==> src/hw/cbrf_defs.vh <==
`ifndef CBRF_DEFS_VH
`define CBRF_DEFS_VH

// ***************************************************************
// operand select codes
// ***************************************************************
`define CBRF_SEL_D0        4'h0
`define CBRF_SEL_D1        4'h1
`define CBRF_SEL_D2        4'h2
`define CBRF_SEL_D3        4'h3
`define CBRF_SEL_A0        4'h4
`define CBRF_SEL_A1        4'h5
`define CBRF_SEL_FB        4'h6
`define CBRF_SEL_SH_FIRST  4'h8
`define CBRF_SEL_SH_LAST   4'hD

// ***************************************************************
// access sizes
// ***************************************************************
`define CBRF_SZ_BYTE_LO    2'h0
`define CBRF_SZ_BYTE_HI    2'h1
`define CBRF_SZ_WORD       2'h2
`define CBRF_SZ_LONG       2'h3

// ***************************************************************
// counts
// ***************************************************************
`define CBRF_BANK_WORDS    7
`define CBRF_SHARED_WORDS  6

// ***************************************************************
// wishbone word indexes (byte address = 4 * index)
// ***************************************************************
`define CBRF_IDX_BANK_LAST 4'h6
`define CBRF_IDX_SH_FIRST  4'h7
`define CBRF_IDX_SH_LAST   4'hC
`define CBRF_IDX_CTRL      4'hD
`define CBRF_IDX_STATUS    4'hE

// ***************************************************************
// field positions and reset values
// ***************************************************************
`define CBRF_CTRL_BANK_BIT 0
`define CBRF_STAT_BANK_BIT 0
`define CBRF_STAT_ILL_BIT  1
`define CBRF_WORD_RESET    16'h0000
`define CBRF_BANK_RESET    1'b0

`endif

==> src/hw/cbrf_bank.v <==
`timescale 1ns/1ps
`default_nettype none
`include "cbrf_defs.vh"

// one bank: four data words, two address words, frame base
module cbrf_bank (
	input  wire         clk_i,
	input  wire         rst_i,
	input  wire         lo_en_i,
	input  wire [2:0]   lo_idx_i,
	input  wire [1:0]   lo_mask_i,
	input  wire [15:0]  lo_data_i,
	input  wire         hi_en_i,
	input  wire [2:0]   hi_idx_i,
	input  wire [15:0]  hi_data_i,
	output reg  [111:0] words_o
);
	reg [15:0] word_r [0:6];
	integer    i;
	integer    j;

	// byte-masked storage; unselected half keeps its value
	always @(posedge clk_i) begin
		for (i = 0; i < `CBRF_BANK_WORDS; i = i + 1) begin
			if (rst_i) begin
				word_r[i] <= `CBRF_WORD_RESET;
			end else if (lo_en_i && lo_idx_i == i[2:0]) begin
				if (lo_mask_i[0]) word_r[i][7:0] <= lo_data_i[7:0];
				if (lo_mask_i[1]) word_r[i][15:8] <= lo_data_i[15:8];
			end else if (hi_en_i && hi_idx_i == i[2:0]) begin
				word_r[i] <= hi_data_i; // upper word of a pair
			end
		end
	end

	// flatten for the read side
	always @* begin
		words_o = 112'h0;
		for (j = 0; j < `CBRF_BANK_WORDS; j = j + 1) begin
			words_o[j*16 +: 16] = word_r[j];
		end
	end
endmodule

`default_nettype wire

==> src/hw/cbrf_operand_mux.v <==
`timescale 1ns/1ps
`default_nettype none
`include "cbrf_defs.vh"

// operand read selection by code and size
module cbrf_operand_mux (
	input  wire [3:0]   sel_i,
	input  wire [1:0]   size_i,
	input  wire [111:0] bank_words_i,
	input  wire [95:0]  shared_words_i,
	output reg  [31:0]  data_o,
	output reg          illegal_o
);
	// bank word named by the low code bits, shared by the two byte cases
	reg [15:0] word_sel;
	// picks one bank word by index
	function [15:0] pick;
		input [111:0] w;
		input [2:0]   idx;
		begin
			pick = w[idx*16 +: 16];
		end
	endfunction

	// size and pairing decode
	always @* begin
		data_o = 32'h0;
		illegal_o = 1'b0;
		word_sel = pick(bank_words_i, sel_i[2:0]);
		case (size_i)
			`CBRF_SZ_BYTE_LO: begin
				if (sel_i == `CBRF_SEL_D0 || sel_i == `CBRF_SEL_D1)
					data_o = {24'h0, word_sel[7:0]};
				else
					illegal_o = 1'b1;
			end
			`CBRF_SZ_BYTE_HI: begin
				if (sel_i == `CBRF_SEL_D0 || sel_i == `CBRF_SEL_D1)
					data_o = {24'h0, word_sel[15:8]};
				else
					illegal_o = 1'b1;
			end
			`CBRF_SZ_WORD: begin
				if (sel_i <= `CBRF_SEL_FB)
					data_o = {16'h0, pick(bank_words_i, sel_i[2:0])};
				else if (sel_i >= `CBRF_SEL_SH_FIRST && sel_i <= `CBRF_SEL_SH_LAST)
					data_o = {16'h0, shared_words_i[(sel_i - 4'h8)*16 +: 16]};
				else
					illegal_o = 1'b1;
			end
			default: begin
				case (sel_i)
					`CBRF_SEL_D0: data_o = {pick(bank_words_i, 3'h2),
						pick(bank_words_i, 3'h0)};
					`CBRF_SEL_D1: data_o = {pick(bank_words_i, 3'h3),
						pick(bank_words_i, 3'h1)};
					`CBRF_SEL_A0: data_o = {pick(bank_words_i, 3'h5),
						pick(bank_words_i, 3'h4)};
					default: illegal_o = 1'b1;
				endcase
			end
		endcase
	end
endmodule

`default_nettype wire

==> src/hw/cbrf_top.v <==
// Our own choices: the Wishbone slave port and the address map.
`timescale 1ns/1ps
`default_nettype none
`include "cbrf_defs.vh"

module cbrf_top (
	input  wire        clk_i,
	input  wire        rst_i,
	input  wire        wb_cyc_i,
	input  wire        wb_stb_i,
	input  wire        wb_we_i,
	input  wire [7:0]  wb_adr_i,
	input  wire [3:0]  wb_sel_i,
	input  wire [31:0] wb_dat_i,
	output wire [31:0] wb_dat_o,
	output wire        wb_ack_o,
	input  wire        cpu_wr_en_i,
	input  wire [3:0]  cpu_wr_sel_i,
	input  wire [1:0]  cpu_wr_size_i,
	input  wire [31:0] cpu_wr_data_i,
	input  wire [3:0]  cpu_rd_sel_i,
	input  wire [1:0]  cpu_rd_size_i,
	output wire [31:0] cpu_rd_data_o,
	input  wire        bank_load_i,
	input  wire        bank_val_i,
	output wire        bank_sel_o,
	output wire [15:0] addr_base0_o,
	output wire [15:0] addr_base1_o,
	output wire [31:0] long_addr_o,
	output wire [15:0] frame_base_o
);
	// ***************************************************************
	// state
	// ***************************************************************
	reg         ack_r;
	reg  [31:0] wb_dat_r;
	reg  [31:0] rd_data_r;
	reg         bank_r;
	reg         ill_r;
	reg  [15:0] shared_r [0:5];
	wire [111:0] words0;
	wire [111:0] words1;
	wire [111:0] act_words;
	reg  [95:0]  shared_flat;
	wire [31:0]  rd_mux;
	wire         rd_ill;
	integer      i;
	integer      j;

	// ***************************************************************
	// wishbone decode
	// ***************************************************************
	// word index from the byte address; a request outside the map is still
	// acked, so a stray access can never hang the bus
	wire [3:0] wb_idx = wb_adr_i[5:2];
	wire       wb_hit = wb_adr_i[7:6] == 2'h0;
	wire       wb_req = wb_cyc_i & wb_stb_i;
	// write takes effect at the edge where ack is seen high
	wire       wb_wr = wb_req & wb_we_i & ack_r & wb_hit;
	wire       wb_bank = wb_wr & (wb_idx <= `CBRF_IDX_BANK_LAST);
	wire       wb_sh = wb_wr & (wb_idx >= `CBRF_IDX_SH_FIRST) &
		(wb_idx <= `CBRF_IDX_SH_LAST);
	wire       wb_ctrl = wb_wr & (wb_idx == `CBRF_IDX_CTRL) & wb_sel_i[0];
	wire       wb_stat = wb_wr & (wb_idx == `CBRF_IDX_STATUS) & wb_sel_i[0];
	wire [3:0] wb_sh_off = wb_idx - `CBRF_IDX_SH_FIRST;

	// ***************************************************************
	// cpu write decode
	// ***************************************************************
	reg        lo_en, hi_en, sh_en, wr_ill;
	reg [2:0]  lo_idx, hi_idx;
	reg [1:0]  lo_mask;
	reg [15:0] lo_data, hi_data;
	reg [3:0]  sh_idx;
	reg [1:0]  sh_mask;
	reg [15:0] sh_data;

	// the bus shares the write port with the cpu; a cpu write that meets a
	// bus write to a bank or shared word in one cycle is lost, so software
	// should touch these words only while the cpu is held
	// refused codes leave every word untouched and raise the illegal flag
	// byte, word and long writes; a bus write wins the cycle
	always @* begin
		lo_en = 1'b0;
		hi_en = 1'b0;
		sh_en = 1'b0;
		wr_ill = 1'b0;
		lo_idx = cpu_wr_sel_i[2:0];
		hi_idx = 3'h0;
		lo_mask = 2'h3;
		lo_data = cpu_wr_data_i[15:0];
		hi_data = cpu_wr_data_i[31:16];
		sh_idx = cpu_wr_sel_i - `CBRF_SEL_SH_FIRST;
		sh_mask = 2'h3;
		sh_data = cpu_wr_data_i[15:0];
		if (wb_bank) begin
			lo_en = 1'b1;
			lo_idx = wb_idx[2:0];
			lo_mask = wb_sel_i[1:0];
			lo_data = wb_dat_i[15:0];
		end else if (wb_sh) begin
			sh_en = 1'b1;
			sh_idx = wb_sh_off;
			sh_mask = wb_sel_i[1:0];
			sh_data = wb_dat_i[15:0];
		end else if (cpu_wr_en_i) begin
			case (cpu_wr_size_i)
				`CBRF_SZ_BYTE_LO: begin
					lo_en = (cpu_wr_sel_i == `CBRF_SEL_D0) |
						(cpu_wr_sel_i == `CBRF_SEL_D1);
					wr_ill = ~lo_en;
					lo_mask = 2'h1;
					lo_data = {8'h00, cpu_wr_data_i[7:0]};
				end
				`CBRF_SZ_BYTE_HI: begin
					lo_en = (cpu_wr_sel_i == `CBRF_SEL_D0) |
						(cpu_wr_sel_i == `CBRF_SEL_D1);
					wr_ill = ~lo_en;
					lo_mask = 2'h2;
					lo_data = {cpu_wr_data_i[7:0], 8'h00};
				end
				`CBRF_SZ_WORD: begin
					lo_en = cpu_wr_sel_i <= `CBRF_SEL_FB;
					sh_en = (cpu_wr_sel_i >= `CBRF_SEL_SH_FIRST) &
						(cpu_wr_sel_i <= `CBRF_SEL_SH_LAST);
					wr_ill = ~lo_en & ~sh_en;
				end
				default: begin
					case (cpu_wr_sel_i)
						`CBRF_SEL_D0: begin
							lo_en = 1'b1;
							hi_en = 1'b1;
							hi_idx = 3'h2;
						end
						`CBRF_SEL_D1: begin
							lo_en = 1'b1;
							hi_en = 1'b1;
							hi_idx = 3'h3;
						end
						`CBRF_SEL_A0: begin
							lo_en = 1'b1;
							hi_en = 1'b1;
							hi_idx = 3'h5;
						end
						default: wr_ill = 1'b1;
					endcase
				end
			endcase
		end
	end

	// ***************************************************************
	// two banks, steered by the single select
	// ***************************************************************
	// both banks see the same decoded write; only the enable is steered, so
	// the inactive bank keeps its contents across any number of switches
	cbrf_bank u_bank0 (
		.clk_i     (clk_i),
		.rst_i     (rst_i),
		.lo_en_i   (lo_en & ~bank_r),
		.lo_idx_i  (lo_idx),
		.lo_mask_i (lo_mask),
		.lo_data_i (lo_data),
		.hi_en_i   (hi_en & ~bank_r),
		.hi_idx_i  (hi_idx),
		.hi_data_i (hi_data),
		.words_o   (words0)
	);

	cbrf_bank u_bank1 (
		.clk_i     (clk_i),
		.rst_i     (rst_i),
		.lo_en_i   (lo_en & bank_r),
		.lo_idx_i  (lo_idx),
		.lo_mask_i (lo_mask),
		.lo_data_i (lo_data),
		.hi_en_i   (hi_en & bank_r),
		.hi_idx_i  (hi_idx),
		.hi_data_i (hi_data),
		.words_o   (words1)
	);

	assign act_words = bank_r ? words1 : words0;

	// ***************************************************************
	// shared words, outside any bank
	// ***************************************************************
	// shared words ignore the bank select; they stand for the registers
	// that a bank switch must never disturb
	always @(posedge clk_i) begin
		for (i = 0; i < `CBRF_SHARED_WORDS; i = i + 1) begin
			if (rst_i) begin
				shared_r[i] <= `CBRF_WORD_RESET;
			end else if (sh_en && sh_idx == i[3:0]) begin
				if (sh_mask[0]) shared_r[i][7:0] <= sh_data[7:0];
				if (sh_mask[1]) shared_r[i][15:8] <= sh_data[15:8];
			end
		end
	end

	// flatten shared words for the operand mux
	always @* begin
		shared_flat = 96'h0;
		for (j = 0; j < `CBRF_SHARED_WORDS; j = j + 1) begin
			shared_flat[j*16 +: 16] = shared_r[j];
		end
	end

	// ***************************************************************
	// cpu read port, one cycle latency
	// ***************************************************************
	// code and size seen at one edge give the data on the read port after
	// that edge, taken from the bank that is active then
	cbrf_operand_mux u_rd_mux (
		.sel_i          (cpu_rd_sel_i),
		.size_i         (cpu_rd_size_i),
		.bank_words_i   (act_words),
		.shared_words_i (shared_flat),
		.data_o         (rd_mux),
		.illegal_o      (rd_ill)
	);

	always @(posedge clk_i) begin
		if (rst_i) rd_data_r <= 32'h0;
		else rd_data_r <= rd_mux;
	end

	// ***************************************************************
	// bank select and illegal-access flag
	// ***************************************************************
	// a switch takes effect at the next edge; accesses in the cycle of the
	// load still use the old bank
	// bus write wins over the cpu load in the same cycle
	always @(posedge clk_i) begin
		if (rst_i) bank_r <= `CBRF_BANK_RESET;
		else if (wb_ctrl) bank_r <= wb_dat_i[`CBRF_CTRL_BANK_BIT];
		else if (bank_load_i) bank_r <= bank_val_i;
	end

	// covers refused cpu writes and refused reads alike
	// sticky; a new event wins over a write-one clear
	always @(posedge clk_i) begin
		if (rst_i) ill_r <= 1'b0;
		else ill_r <= (ill_r & ~(wb_stat & wb_dat_i[`CBRF_STAT_ILL_BIT])) |
			(cpu_wr_en_i & wr_ill) | rd_ill;
	end

	// ***************************************************************
	// wishbone slave: ack one cycle after request
	// ***************************************************************
	// ack rises one cycle after the request is seen and lasts one cycle;
	// the read word is latched with the request and holds until the next
	// one, so a slow master still finds it
	reg [31:0] wb_rdata;

	always @* begin
		wb_rdata = 32'h0;
		if (wb_hit && wb_idx <= `CBRF_IDX_BANK_LAST)
			wb_rdata = {16'h0, act_words[wb_idx[2:0]*16 +: 16]};
		else if (wb_hit && wb_idx >= `CBRF_IDX_SH_FIRST && wb_idx <= `CBRF_IDX_SH_LAST)
			wb_rdata = {16'h0, shared_flat[wb_sh_off*16 +: 16]};
		else if (wb_hit && wb_idx == `CBRF_IDX_CTRL)
			wb_rdata = {31'h0, bank_r};
		else if (wb_hit && wb_idx == `CBRF_IDX_STATUS)
			wb_rdata = {30'h0, ill_r, bank_r};
	end

	always @(posedge clk_i) begin
		if (rst_i) begin
			ack_r <= 1'b0;
			wb_dat_r <= 32'h0;
		end else begin
			ack_r <= wb_req & ~ack_r;
			if (wb_req && !ack_r) wb_dat_r <= wb_rdata;
		end
	end

	// ***************************************************************
	// outputs
	// ***************************************************************
	// addressing outputs follow the active bank with no register stage;
	// they change in the cycle after a bank switch
	assign wb_ack_o = ack_r;
	assign wb_dat_o = wb_dat_r;
	assign cpu_rd_data_o = rd_data_r;
	assign bank_sel_o = bank_r;
	assign addr_base0_o = act_words[4*16 +: 16];  // indirect base
	assign addr_base1_o = act_words[5*16 +: 16];  // indirect base
	assign long_addr_o = {act_words[5*16 +: 16], act_words[4*16 +: 16]};
	assign frame_base_o = act_words[6*16 +: 16];
endmodule

`default_nettype wire

==> config.mk <==
export PLATFORM = sky130hd
export DESIGN_NAME = cbrf_top
export DESIGN_NICKNAME = d
export VERILOG_FILES = /design/src/hw/cbrf_bank.v /design/src/hw/cbrf_operand_mux.v /design/src/hw/cbrf_top.v
export VERILOG_INCLUDE_DIRS = /design/src /design/src/hw
export SDC_FILE = /design/constraint.sdc
export NUM_CORES = 1
export LEC_CHECK = 0
export CORE_ASPECT_RATIO = 0.7
export CORE_UTILIZATION = 40
export CTS_BUF_LIST = sky130_fd_sc_hd__clkbuf_2 sky130_fd_sc_hd__clkbuf_4 sky130_fd_sc_hd__clkbuf_8
export DETAILED_ROUTE_END_ITERATION = 8
export DONT_BUFFER_PORTS = 1
export PLACE_DENSITY_LB_ADDON = 0.25
export SYNTH_ARGS = -nofsm -noshare
export SYNTH_HDL_FRONTEND = slang
export SYNTH_SLANG_ARGS = --single-unit
==> constraint.sdc <==
create_clock -name clk_i -period 7.32 [get_ports clk_i]
set_input_delay 1.464 -clock clk_i [delete_from_list [all_inputs] [get_ports clk_i]]
set_output_delay 1.464 -clock clk_i [all_outputs]
set_load 0.05 [all_outputs]
==> reports/results.ini, run 1 <==
[cts]
numCtsBuffers = 59
htree_levels = 2
cts_buffer_depth = 3
clk_pin_slew_ns = 0.07
cts_root_buffer = clkbuf_8
cts_tree = built
post_cts_buffers = 0
cts_resized = 0
cts_sinks = 371
cts_hold_buf = 0
clock_latency_ns = 0.67

[grt]
grt_use_total_pct = 28.0
grt_max_degree = 130
grt_first_pass_wirelength_mm = 116
antenna_found_initial = 2
gr-total-overflow = 0
first_global_vias = 16900

[critical_path]
crit_chain = buf_12 -> mux2_2
worst-setup-path-type = reg2out
cp-end-kind = primary output
cpPeakStageDelay_ns = 0.86
crit_required_ns = 5.86
path_buf_inv = 1
arrival_ns = 3.15
start_kind = register
cp_max_fo = 112
cp_top_family = flip-flops
slowest_stage = dfxtp_4

[timing]
setup-tns-final_ns = 0
tightest_slew_ns = 1.38
period_minus_slack_ns = 4.61
fin_ws_ns = 2.71
setup_violations = 0
clock_skew_ns = 0.0339
final.period_utilization_pct = 63.0
relSlewSlack_pct = 6.73
rsz0062_at_grt = false
hold_viol = 0
fmax_mhz = 217
drv_slew = 0

[pwr]
ir_drop_v = 0.000137
power_mw = 5.08
p_per_area_mw_per_mm2 = 214
leakage_nw = 7.92

[detailed_routing]
vias = 17700
dr.first_iter.drc_count = 2517
vias_per_cell = 6.81
wl_per_cell_um = 30.9
wirelength_mm = 80.6
drc = 0
drtPass1Iterations = 6
ant_nets = 0

[job]
drv_cap = 0

[synth]
synth_seq_area_share_pct = 47.9
synth_area_per_cell_um2 = 11.5
yosys.cell_types.count = 81
ys_seq_elements = 371
synth-main-ff-cell = edfxtp_1
async_reset_ff_share_pct = 0
synth_edf_count = 320
synth_cells = 1930
yosysWarnings = 0
netlist_area_mm2 = 0.0222

[placement]
place_ws_ns = 2.31
place_hpwl_mm = 57.3
gp_congestion = 0.950
io_buffer_count = 0

[floorplan]
fp.dieH_um = 199
rows = 71
dieArea_mm2 = 0.0565
coreArea_mm2 = 0.0543
initial_core_util_pct = 40.9
die_x_um = 284
ioPinCount = 242

[cells_and_area]
drive_gt1_share_pct = 19.4
antenna_cells = 0
final_cell_mix = 320 x edfxtp_1, 262 x nor2_1, 113 x a22o_1, 101 x mux4_2, 90 x mux2i_1
synthToLayoutAreaGrowth_pct = 7.12
fin_nets = 1925
layout_commonest_cell = edfxtp_1

[hold_path]
hold_class = reg2reg

[status]
status = complete, no violations

[logic make-up (layout without fill, tap and decap cells)]
group	after synthesis	after routing	synth area share, %
AOI/OAI and AO/OA	523	523	17.3
and+or+nand+nor	517	517	11.4
DFF	371	371	47.9
muxes	257	257	17.6
buffers and inverters	255	186	5.49
adders and majority gates	3	3	0.169
xor gates and xnor gates	3	3	0.118
other	1	16	0.0169
[cell usage after synthesis (all sizes together) (8+ instances only)]
library cell / count / share of area (%)
nor4: 76 / 2.3
inv: 21 / 0.35
edfxtp: 320 / 43
nand2b: 8 / 0.23
a21oi: 78 / 1.8
clkbuf: 117 / 2.0
a211oi: 54 / 1.8
nor2b: 10 / 0.28
buf: 115 / 3.1
a221o: 20 / 0.90
mux2: 66 / 3.3
o22ai: 50 / 1.4
and2: 9 / 0.25
nor2: 265 / 4.5
o211ai: 15 / 0.55
nor3: 41 / 1.3
dfxtp: 51 / 4.6
mux4: 101 / 10
a22oi: 26 / 0.88
a32oi: 8 / 0.32
a31oi: 36 / 1.0
o211a: 11 / 0.50
nand2: 47 / 0.79
mux2i: 90 / 4.1
a22o: 113 / 4.5
or2: 12 / 0.34
o31ai: 10 / 0.38
o21ai: 47 / 1.1
a211o: 18 / 0.71
nand3: 25 / 0.56
[worst paths after layout]
check	startpoint	to	slack (ns)	cells past startpoint
min reg2reg	ill_r$_SDFF_PP0_	ill_r$_SDFF_PP0_	0.51	2
max	bank_sel_o$_SDFFE_PP0P_	addr_base1_o[8]	2.71	2
max reg2reg	wb_ack_o$_SDFF_PP0_	shared_r[1][4]$_SDFFCE_PN0P_	3.26	7
min	ill_r$_SDFF_PP0_	ill_r$_SDFF_PP0_	0.51	2
[state kept, by name, summed over array words and instances (netlist names)]
| signal | flops |
|---|---|
| shared_r | 96 |
| bank_sel_o | 1 |
| wb_dat_o | 16 |
| ill_r | 1 |
| u_bank0.word_r | 112 |
| wb_ack_o | 1 |
| cpu_rd_data_o | 32 |
| u_bank1.word_r | 112 |
[area by class of cell]
cell class | count | area, um^2
Clock buffer | 79 | 981
Multi-Input combinational cell | 1319 | 10500
Inverter | 23 | 86.3
Timing Repair Buffer | 52 | 400
Tap cell | 730 | 913
Sequential cell | 371 | 10600
Fill cell | 4972 | 30500
Clock inverter | 32 | 279
[metal layers]
layer  share of wire (%)  up-vias  track usage, %
li1                    -     7417               -
met1                  42     8904            38.9
met2                  43     1200            41.5
met3                  12      216            7.82
met4                 3.8        2            10.3
met5               0.016        -               0
[per-stage QoR]
step	hold WS, ns	area (um^2)	utilization (%)	instances
floorplan	0.455	22300	-	1945
global placement	0.472	22500	41.5	2494
detailed placement	0.484	22500	41.5	2494
CTS	0.495	23800	43.8	2605
global route	0.550	23800	43.8	2606
finish	0.506	23800	43.8	2606
[worst register-to-register path, stage by stage, from the launching register on]
cell and delay [ns]:
dfxtp_1 0.71, and4_1 0.52, nand4_1 0.13, buf_4 0.22, nor2_2 0.49, buf_4 0.41, mux2i_1 0.18, o21ai_1 1.02
[power by group]
part,total [mW],switching (mW),internal (mW)
logic,0.689,0.477,0.212
registers,2.44,0.0793,2.36
clock network,1.95,0.902,1.05
total,5.08,1.46,3.62
No activity file was read; power rests on OpenSTA's default activity.
==> inputs of run 2 (changes only) <==
Clock period 7.32 ns to 4.2 ns, I/O delays scaled along.
==> reports/results.ini, run 2 (synthesis gave the netlist of run 1 again) <==
[timing]
final.period_utilization_pct = 91.5
hold_viol = 0  ; unchanged
setup_violations = 0  ; unchanged
fmax_mhz = 260
fin_ws_ns = 0.359  ; -2.35 ns
tightest_slew_ns = 1.26  ; -0.121 ns
period_minus_slack_ns = 3.84
rsz0062_at_grt = false
setup-tns-final_ns = 0  ; unchanged
hold_ws_ns = 0.299  ; -0.208 ns
clock_skew_ns = 0.0522  ; +0.0183 ns
drv_slew = 0  ; unchanged
relSlewSlack_pct = 14.9  ; +8.2 points

[job]
drv_cap = 0  ; unchanged

[cts]
cts_tree = built
clk_pin_slew_ns = 0.07  ; about the same
cts_root_buffer = clkbuf_8
cts_buffer_depth = 3  ; unchanged
cts_hold_buf = 0  ; unchanged
numCtsBuffers = 61  ; +3.4%
htree_levels = 2  ; unchanged
cts_sinks = 371  ; unchanged
clock_latency_ns = 0.70  ; +0.03 ns
post_cts_buffers = 0  ; unchanged
cts_resized = 0  ; unchanged

[placement]
place_ws_ns = 0.344  ; -1.96 ns
io_buffer_count = 0  ; unchanged
place_hpwl_mm = 57.8  ; +0.77%
gp_congestion = 0.973  ; +2.5%

[detailed_routing]
vias_per_cell = 6.77  ; -0.47%
drc = 0  ; unchanged
wirelength_mm = 80.1  ; -0.67%
vias = 18100  ; +1.9%
wl_per_cell_um = 30.0  ; -2.9%
dr.first_iter.drc_count = 2830  ; +12%
ant_nets = 0  ; unchanged
drtPass1Iterations = 6  ; unchanged

[grt]
first_global_vias = 16900  ; +0.32%
grt_first_pass_wirelength_mm = 115  ; -0.98%
grt_use_total_pct = 27.7  ; -0.25 points
grt_max_degree = 130  ; unchanged
antenna_found_initial = 2  ; unchanged
gr-total-overflow = 0  ; unchanged

[floorplan]
dieArea_mm2 = 0.0565  ; unchanged
rows = 71  ; unchanged
coreArea_mm2 = 0.0543  ; unchanged
ioPinCount = 242  ; unchanged
initial_core_util_pct = 40.9  ; unchanged
die_x_um = 284  ; unchanged
fp.dieH_um = 199  ; unchanged

[cells_and_area]
reg.largest.list = u_bank0.word_r x112, u_bank1.word_r x112, shared_r x96
drive_gt1_share_pct = 21.8  ; +2.4 points
antenna_cells = 0  ; unchanged
final_core_util_pct = 44.8  ; +0.97 points
fin_nets = 1983  ; +3.0%
fillCellCount = 4980  ; +0.16%
final_cell_mix = 320 x edfxtp_1, 262 x nor2_1, 113 x a22o_1, 105 x buf_4, 101 x mux4_2
layout_commonest_cell = edfxtp_1
synthToLayoutAreaGrowth_pct = 9.50

[critical_path]
crit_start = bank_sel_o$_SDFFE_PP0P_
r2r_cells = 8  ; +1
worst-setup-path-type = reg2out
rrSetupSlack_ns = 0.85  ; -2.41 ns
cp_max_fo = 39  ; -65%
crit_required_ns = 3.36  ; -2.50 ns
arrival_ns = 3.00  ; -0.15 ns
r2r-end = shared_r[5][3]$_SDFFCE_PN0P_
cp-end-kind = primary output
r2r_start = wb_ack_o$_SDFF_PP0_
endpoint = addr_base0_o[7]
start_kind = register

[status]
status = complete, no violations

[pwr]
p_per_area_mw_per_mm2 = 373  ; +75%
ir_drop_v = 0.000221  ; +61%
leakage_nw = 8.25  ; +4.2%

[hold_path]
hold_class = in2reg
min_path_cells = 1  ; -1

run 2: how the worst min path moves through the flow:
stage | start | to | slack (ns)
floorplan | ill_r$_SDFF_PP0_ | ill_r$_SDFF_PP0_ | 0.46
global placement | ill_r$_SDFF_PP0_ | ill_r$_SDFF_PP0_ | 0.47
detailed placement | ill_r$_SDFF_PP0_ | ill_r$_SDFF_PP0_ | 0.48
CTS | rst_i | ill_r$_SDFF_PP0_ | 0.24
global route | wb_dat_i[0] | bank_sel_o$_SDFFE_PP0P_ | 0.30
finish | wb_dat_i[0] | bank_sel_o$_SDFFE_PP0P_ | 0.30
run 2: cell type report:
cell class | count | area (um^2) | area share, %
inverter | 23 | 86.3 | 0.355
tap | 730 | 913 | 3.75
timing repair buffer | 108 | 848 | 3.49
clock inverter | 29 | 283 | 1.16
clock buffer | 87 | 1080 | 4.46
multi-input combinational | 1319 | 10500 | 43.1
sequential | 371 | 10600 | 43.7
run 2: per-layer routing:
layer | vias to the layer above | wire [um] | global-route usage [%]
li1 | 7539 | - | -
met1 | 9010 | 32400 | 38.7
met5 | - | 0 | 0
met3 | 181 | 10200 | 7.64
met4 | 0 | 3010 | 10.5
met2 | 1338 | 34400 | 40.9
run 2: worst max-delay path: stages, from the launching register on:
cell     delay [ns]
dfxtp_4        0.91
mux2i_1        0.72
inv_1          0.63
run 2: power breakdown:
group | internal, mW | switching [mW] | total (mW)
Combinational | 0.394 | 0.834 | 1.23
Sequential | 4.12 | 0.138 | 4.25
Clock | 2.03 | 1.55 | 3.58
Total | 6.54 | 2.53 | 9.07
run 2: stage by stage:
step,power (mW),instance area [um^2],instances
after floorplan,5.28,22300,1945
after global placement,5.51,23000,2551
after detailed placement,5.53,23000,2551
after CTS,9.08,24300,2667
after global routing,9.33,24300,2667
final,9.07,24300,2667
